File: config.mk
export PLATFORM = sky130hd
export DESIGN_NAME = qie_top
export DESIGN_NICKNAME = d
export VERILOG_FILES = /design/src/hw/qie_pkg.sv /design/src/hw/qie_report_gen.sv /design/src/hw/qie_avmm_slave.sv /design/src/hw/qie_top.sv
export SDC_FILE = /design/constraint.sdc
export NUM_CORES = 1
export LEC_CHECK = 0
export BUFFER_PORTS_ARGS = -buffer_cell sky130_fd_sc_hd__buf_2
export CORE_UTILIZATION = 47
export CTS_CLUSTER_DIAMETER = 200
export DETAILED_ROUTE_END_ITERATION = 10
export PLACE_DENSITY = 0.87
export SYNTH_ARGS = -nofsm -noshare
export SYNTH_HDL_FRONTEND = slang
export SYNTH_SLANG_ARGS = --single-unit
File: constraint.sdc
create_clock -name sys_clk_i -period 2.9 [get_ports sys_clk_i]
set_input_delay 0.435 -clock sys_clk_i [delete_from_list [all_inputs] [get_ports sys_clk_i]]
set_output_delay 0.435 -clock sys_clk_i [all_outputs]
set_load 0.005 [all_outputs]
File: src/hw/qie_pkg.sv
package qie_pkg;
  localparam int unsigned QIE_NUM_SRC = 5;
  // Byte offsets of the registers
  localparam logic [11:0] QIE_OFF_EN_SET = 12'h304;
  localparam logic [11:0] QIE_OFF_EN_CLR = 12'h308;
  localparam logic [11:0] QIE_OFF_STATUS = 12'h30c;
  localparam logic [11:0] QIE_OFF_PERIOD = 12'h310;
  // Enable and status bit positions
  localparam int unsigned QIE_BIT_SAMPLE = 0;
  localparam int unsigned QIE_BIT_REPORT = 1;
  localparam int unsigned QIE_BIT_OVF = 2;
  localparam int unsigned QIE_BIT_DOUBLE = 3;
  localparam int unsigned QIE_BIT_STOP = 4;
  // Reset values
  localparam logic [4:0] QIE_RST_ENABLE = 5'h00;
  localparam logic [4:0] QIE_RST_STATUS = 5'h00;
  localparam logic [15:0] QIE_RST_PERIOD = 16'h000a;
  // Bus answer latency in cycles after request is seen
  localparam int unsigned QIE_WAIT_CYCLES = 1;
endpackage

File: src/hw/qie_report_gen.sv
// Counts samples and raises report and double-step events
module qie_report_gen
  import qie_pkg::*;
#(
  parameter int unsigned CNT_W = 16
) (
  input wire logic sys_clk_i,
  input wire logic rst_i,
  input wire logic sample_i,
  input wire logic [CNT_W-1:0] report_period_i,
  input wire logic motion_nonzero_i,
  input wire logic double_nonzero_i,
  output logic report_ready_o,
  output logic double_step_ready_o
);
  logic [CNT_W-1:0] count_reg;
  logic period_done;

  // Elaboration check: the counter needs at least two bits
  if (CNT_W < 2) begin : g_bad_width
    $error("CNT_W too small");
  end

  // Zero period treated as one sample
  assign period_done = sample_i &&
    (count_reg + CNT_W'(1) >= report_period_i);

  // Sample counter restarts each report period
  always_ff @(posedge sys_clk_i) begin
    if (rst_i) begin
      count_reg <= '0;
    end else if (period_done) begin
      count_reg <= '0;
    end else if (sample_i) begin
      count_reg <= count_reg + CNT_W'(1);
    end
  end

  // Events fire only when the totals are nonzero
  always_ff @(posedge sys_clk_i) begin
    if (rst_i) begin
      report_ready_o <= 1'b0;
      double_step_ready_o <= 1'b0;
    end else begin
      report_ready_o <= period_done && motion_nonzero_i;
      double_step_ready_o <= period_done && double_nonzero_i;
    end
  end
endmodule

File: src/hw/qie_avmm_slave.sv
// Avalon-MM handshake: holds waitrequest until the answer is ready
module qie_avmm_slave
  import qie_pkg::*;
(
  input wire logic sys_clk_i,
  input wire logic rst_i,
  input wire logic read_i,
  input wire logic write_i,
  output logic waitrequest_o,
  output logic accept_o
);
  logic busy_reg;

  // One wait cycle, then accept; gives the read mux a full cycle
  always_ff @(posedge sys_clk_i) begin
    if (rst_i) begin
      busy_reg <= 1'b0;
    end else if (busy_reg) begin
      busy_reg <= 1'b0;
    end else begin
      busy_reg <= read_i || write_i;
    end
  end

  assign accept_o = busy_reg;
  assign waitrequest_o = !busy_reg;
endmodule

File: src/hw/qie_top.sv
// Interrupt enable bank of the quadrature decoder
module qie_top
  import qie_pkg::*;
#(
  parameter int unsigned PERIOD_W = 16
) (
  input wire logic sys_clk_i,
  input wire logic rst_i,
  input wire logic [11:0] avs_address_i,
  input wire logic avs_read_i,
  input wire logic avs_write_i,
  input wire logic [31:0] avs_writedata_i,
  input wire logic [3:0] avs_byteenable_i,
  output logic [31:0] avs_readdata_o,
  output logic avs_waitrequest_o,
  input wire logic sample_written_i,
  input wire logic motion_nonzero_i,
  input wire logic double_nonzero_i,
  input wire logic motion_overflow_i,
  input wire logic double_overflow_i,
  input wire logic stopped_i,
  output logic irq_o
);
  logic [4:0] enable_reg;
  logic [4:0] status_reg;
  logic [PERIOD_W-1:0] period_reg;
  logic [4:0] events;
  logic accept;
  logic wait_raw;
  logic wr_set;
  logic wr_clr;
  logic wr_stat;
  logic wr_per;
  logic rep_evt;
  logic dbl_evt;

  // Elaboration check: period must fit the 32-bit data word
  if (PERIOD_W < 2 || PERIOD_W > 32) begin : g_bad_period
    $error("PERIOD_W out of range");
  end

  // Offset match with low byte lane present
  function automatic logic hit(input logic [11:0] off);
    return avs_address_i == off && avs_byteenable_i[0];
  endfunction

  qie_avmm_slave u_bus (
    .sys_clk_i(sys_clk_i),
    .rst_i(rst_i),
    .read_i(avs_read_i),
    .write_i(avs_write_i),
    .waitrequest_o(wait_raw),
    .accept_o(accept)
  );

  qie_report_gen #(
    .CNT_W(PERIOD_W)
  ) u_rep (
    .sys_clk_i(sys_clk_i),
    .rst_i(rst_i),
    .sample_i(sample_written_i),
    .report_period_i(period_reg),
    .motion_nonzero_i(motion_nonzero_i),
    .double_nonzero_i(double_nonzero_i),
    .report_ready_o(rep_evt),
    .double_step_ready_o(dbl_evt)
  );

  assign wr_set = accept && avs_write_i && hit(QIE_OFF_EN_SET);
  assign wr_clr = accept && avs_write_i && hit(QIE_OFF_EN_CLR);
  assign wr_stat = accept && avs_write_i && hit(QIE_OFF_STATUS);
  assign wr_per = accept && avs_write_i && hit(QIE_OFF_PERIOD);

  // Event vector in enable-bit order
  assign events[QIE_BIT_SAMPLE] = sample_written_i;
  assign events[QIE_BIT_REPORT] = rep_evt;
  assign events[QIE_BIT_OVF] = motion_overflow_i || double_overflow_i;
  assign events[QIE_BIT_DOUBLE] = dbl_evt;
  assign events[QIE_BIT_STOP] = stopped_i;

  // Shared enable state; ones act, zeros leave bits alone
  always_ff @(posedge sys_clk_i) begin
    if (rst_i) begin
      enable_reg <= QIE_RST_ENABLE;
    end else if (wr_set) begin
      enable_reg <= enable_reg | avs_writedata_i[4:0];
    end else if (wr_clr) begin
      enable_reg <= enable_reg & ~avs_writedata_i[4:0];
    end
  end

  // Sticky status; a new event beats a write-one clear
  always_ff @(posedge sys_clk_i) begin
    if (rst_i) begin
      status_reg <= QIE_RST_STATUS;
    end else if (wr_stat) begin
      status_reg <= (status_reg & ~avs_writedata_i[4:0]) | events;
    end else begin
      status_reg <= status_reg | events;
    end
  end

  // Report period setting
  always_ff @(posedge sys_clk_i) begin
    if (rst_i) begin
      period_reg <= PERIOD_W'(QIE_RST_PERIOD);
    end else if (wr_per) begin
      period_reg <= avs_writedata_i[PERIOD_W-1:0];
    end
  end

  // Read data registered, valid at the accepting edge
  always_ff @(posedge sys_clk_i) begin
    if (rst_i) begin
      avs_readdata_o <= '0;
    end else if (avs_read_i && wait_raw) begin
      if (hit(QIE_OFF_EN_SET) || hit(QIE_OFF_EN_CLR)) begin
        avs_readdata_o <= {27'h0, enable_reg};
      end else if (hit(QIE_OFF_STATUS)) begin
        avs_readdata_o <= {27'h0, status_reg};
      end else if (hit(QIE_OFF_PERIOD)) begin
        avs_readdata_o <= 32'(period_reg);
      end else begin
        avs_readdata_o <= 32'h0;
      end
    end
  end

  // Waitrequest from a flop: low exactly one cycle after the request
  always_ff @(posedge sys_clk_i) begin
    if (rst_i) begin
      avs_waitrequest_o <= 1'b1;
    end else begin
      avs_waitrequest_o <= !((avs_read_i || avs_write_i) && wait_raw &&
        avs_waitrequest_o);
    end
  end

  // Level interrupt from enabled sticky status
  always_ff @(posedge sys_clk_i) begin
    if (rst_i) begin
      irq_o <= 1'b0;
    end else begin
      irq_o <= |(status_reg & enable_reg);
    end
  end
endmodule

; Word level (Yosys, flattened, before mapping)
; Cells that the tools add are included.
[totals]
regBits = 79
inputBits = 58
output_inout_bits = 34
word_cells = 53
[op_classes]
addsub = 1
magnitude_cmp = 1
n_eq_ne = 4
n_mux = 6
bitwise = 7
n_reduce_logical = 24
[op_table]
columns = op, count
row1 = $eq A12 B10 Y1 const B, 4
row2 = $mux W16, 3
row3 = $add A16 B1 Y16 const B, 1
row4 = $ge A16 B16 Y1, 1
row5 = $and A5 B5 Y5, 3
row6 = $logic_and A1 B1 Y1, 15
row7 = $mux W5, 3
row8 = $or A5 B5 Y5, 3
row9 = $not A5 Y5, 1
row10 = $reduce_or A5 Y1, 1
row11 = $reduce_or A2 Y1, 2
row12 = $logic_or A1 B1 Y1, 3
row13 = $logic_not A1 Y1, 2
row14 = $reduce_bool A2 Y1, 1

; Longest topological paths before layout
[depth]
depth_word = 5
ltp_mapped = 14
ltp_nobuf = 11

; Hierarchy
; From an unflattened synthesis, not the netlist that was laid out.
[unflattened]
cells_unflattened = 385
hier_area_um2 = 3553.4
[modules_own_cells]
columns = module, instances, cells_each, area_each_um2, seq_area_each_um2
row1 = qie_top, 1, 209, 2037.0, 880.8
row2 = qie_report_gen, 1, 172, 1478.9, 360.3
row3 = qie_avmm_slave, 1, 4, 37.5, 20.0

; Worst setup path before layout
; Ideal clock, no wire load.
[synth_timing]
path_kind = reg-to-reg
from = register u_rep.count_reg[0]
to = register u_rep.count_reg[5]
setup_ns = 0.078
arrival_time_ns = 2.724
required_time_ns = 2.822
slack_ns = 0.098
stages_incl_launch_ff = 14
n_path_buf = 2
period_less_slack_ns = 2.802
path_cell_list = dfxtp_1 -> ha_1 -> and3_1 -> clkbuf_1 -> and3_1 -> nand3_1 -> xnor2_1 -> ha_1 -> a41oi_1 -> nand3_1 -> a311oi_2 -> nor2_1 -> buf_2 -> nor3_1
[synth_between]
elab_chain_len = 4
[synth_lines]
columns = element, line
row1 = start: declaration, qie_report_gen.sv:16  ; logic [CNT_W-1:0] count_reg;
row2 = start signal: assignment, qie_report_gen.sv:35  ; count_reg <= count_reg + CNT_W'(1);
row3 = $add A16 B1 Y16 (*), "qie_report_gen.sv:26, qie_report_gen.sv:35"
row4 = $ge A16 B16 Y1, qie_report_gen.sv:26  ; (count_reg + CNT_W'(1) >= report_period_i);
row5 = $logic_and A1 B1 Y1, qie_report_gen.sv:25  ; assign period_done = sample_i &&
row6 = $reduce_or A2 Y1 (no line), -
; Mark *: on every way between the ends. The rest lies on a longest branch, timed or not.
; A chain may end at the register's enable or synchronous reset.

; Final worst setup path
[layout_timing]
from = register u_rep.count_reg[2]
to = register u_rep.count_reg[0]
[layout_between]
elab_chain_len = 4
[layout_lines]
columns = element, line
row1 = $add A16 B1 Y16, qie_report_gen.sv:26
row2 = $ge A16 B16 Y1, qie_report_gen.sv:26
row3 = $logic_and A1 B1 Y1, qie_report_gen.sv:25
row4 = $reduce_or A2 Y1 (no line), -
; No other way between the ends.

==> run metrics <==
Crit path top cell by count nor2_1; Tmin final 2.82 ns; cts hold-fix bufs 0; Die Y 86.2 um; clock latency on the worst-skew pair 0.35 ns; Layout area overhead 18.9%; post-route cell area 3960 um^2; CTS Buf Count 9; met3 wire length 572 um; Pre-antenna DRT Iters 5; GR Overflow Total 0; critical path launch point type flop; largest net degree at the start of global routing 34; layout cells sized above 1 0.245; status complete, no violations; Rows 30; syn avg cell area 8.83 um^2; core area 6830 um^2; Initial DRC Count 138; PD cells 482 nW/um^2; Tcrit/Tclk final 0.974; total power 1.91 mW; Post-synth ARST share 0; CTS tree yes; maximum clock path buffer count 2; vias in the first global route 2,869; Final Hold Fails 0; Crit Path Category flop to flop; Cell Area, Placed 3660 um^2; Critical Path RT 3.16 ns; worst-path cell chain nand2_1 > nor2_1 > buf_4 > and3_1 > xor2_1 > ha_1 > nor4_1 > o21ai_1 > a311oi_2 > nor2_1 > buf_6 > nor3_1; cell area after synthesis 3330 um^2; initial core utilization 0.488; CTS sink cnt 63; Setup violations, final 0; Via density 5.63; fin nets 512; Slew @ Worst Pin 0.676 ns; DRC 0; Buffers on Ports 56; WL final 8.40 mm; max incr delay on CP 0.47 ns; Crit path arrival time 3.08 ns; most frequent cells in the layout 60 x dfxtp_1, 56 x buf_2, 44 x nor2_1, 20 x nor3_1, 20 x inv_1; diodes inserted 0; met2 WL 4.08 mm; P_leak 1.65 nW; Seq/Total Area, Yosys 0.379; initial antenna violation count 0; number of synthesized flops with an enable pin 0; CTS HTree Levels 3; Crit-path slowest cell dfxtp_1; Final GP Congestion 0.850; Die X 86.2 um; ys flop type dfxtp_1; first-pass GRT wire length 12.7 mm; Ys Warns 0; CP Capture Type flop; Syn Inst Count 377; DR vias 3,020; Yosys cell types 44; Buf/Inv on CP 2; antenna-violating nets left 0; Synth Register Bits 63; CTS Root Cell clkbuf_8; Die Area 7430 um^2; max cap viols 0; Hold Crit Class input port to flop; Top delay family on crit path simple AND/OR/NAND/NOR gates; clock slew at reported path FFs 0.07 ns; Routed WL per cell 15.7 um; aggregate global-route resource usage 0.220; max_slew headroom 0.546; Peak VDD IR 0.239 mV; wl on met1 3.37 mm; commonest non-fill, non-tap cell in the layout dfxtp_1; dpl hpwl 5.87 mm; fmax 354 MHz; Final Max Tran Viols 0; Ports 92; highest metal used met4; crit path max fanout 16; Clock Skew 0.0112 ns
==> stage by stage <==
step	hold WS, ns	std cells	worst slack (ns)	TNS, ns	utilization
after floorplan	0.374	392	0.0981	0	-
after global placement	0.361	521	0.106	0	0.535
after detailed placement	0.375	521	-0.0713	-0.339	0.535
after CTS	0.320	536	0.0158	0	0.571
after global routing	0.328	536	-0.0824	-1.03	0.580
final	0.323	536	0.0755	0	0.580
==> power breakdown <==
group          total (mW)  internal (mW)  switching [mW]  leakage, nW
registers           0.886          0.876         0.00997        0.511
logic               0.116         0.0439          0.0716         1.02
clock network       0.907          0.583           0.324        0.118
==> cell families (layout without fill, tap and decap cells) <==
family / count (synthesis) / count (layout) / synth area share
other: 1 / 16 / 0.00113
and+or+nand+nor: 129 / 129 / 0.197
buffers and inverters: 58 / 106 / 0.0954
DFF: 63 / 63 / 0.379
AOI/OAI and AO/OA: 64 / 64 / 0.140
xor gates and xnor gates: 30 / 30 / 0.0789
muxes: 15 / 15 / 0.0451
adders and majority gates: 17 / 17 / 0.0639
==> worst register-to-register path: cells and delay by family, from the launching register on <==
kind	cells	cell delay, ns
simple gates	6	1.12
compound gates	2	0.49
flops	1	0.47
buf+inv	2	0.36
fa+ha+maj	1	0.21
xor+xnor	1	0.08
==> layer usage <==
metal	global-route usage	vias up
met5	0	-
met4	0.130	0
met3	0.0743	44
met2	0.374	143
met1	0.236	1409
li1	-	1424
==> cell usage after synthesis (2+ instances only) <==
library cell | count | share of area
o21ai_0 | 13 | 0.020
nor2_1 | 44 | 0.050
a21oi_1 | 6 | 0.0090
a22oi_1 | 16 | 0.036
nor2b_1 | 2 | 0.0038
a311oi_1 | 4 | 0.011
nand4_1 | 5 | 0.0094
nor4b_1 | 2 | 0.0053
nor4_1 | 2 | 0.0038
buf_2 | 6 | 0.0090
buf_4 | 16 | 0.036
dfxtp_1 | 63 | 0.38
nand3_1 | 15 | 0.023
ha_1 | 17 | 0.064
a211oi_1 | 9 | 0.020
nor3_1 | 23 | 0.035
a311oi_2 | 2 | 0.0090
mux2i_1 | 15 | 0.045
xnor2_1 | 11 | 0.029
a211o_2 | 2 | 0.0060
and2_1 | 2 | 0.0038
a41oi_1 | 6 | 0.016
nand2_1 | 16 | 0.018
buf_6 | 2 | 0.0068
inv_1 | 20 | 0.023
clkbuf_1 | 12 | 0.014
and3_1 | 11 | 0.021
xor2_1 | 19 | 0.050
==> final timing paths <==
check                           slack, ns  depth (start not counted)          startpoint                  to
worst max-delay path                 0.08                         12  u_rep.count_reg[2]  u_rep.count_reg[0]
worst min-delay path                 0.32                          3  avs_writedata_i[7]       period_reg[7]
worst max register to register       0.08                         12  u_rep.count_reg[2]  u_rep.count_reg[0]
worst min register to register       0.38                          1   avs_waitrequest_o   avs_waitrequest_o
==> area by class of cell <==
type	count	area, um^2
fillers	557	2870
multi-input cells	271	1860
flip-flops and latches	63	1260
repair buffers	72	408
clock buffers	10	138
well taps	96	120
clock inverters	4	95.1
inverters	20	75.1
==> repair_timing <==
action | in CTS | in global routing
setup endpoints to repair | 16 | 18
resized for setup | 2 | 14
setup buffers | 1 | 0
pin swaps | 1 | 3
No activity file was read; power rests on OpenSTA's default activity.
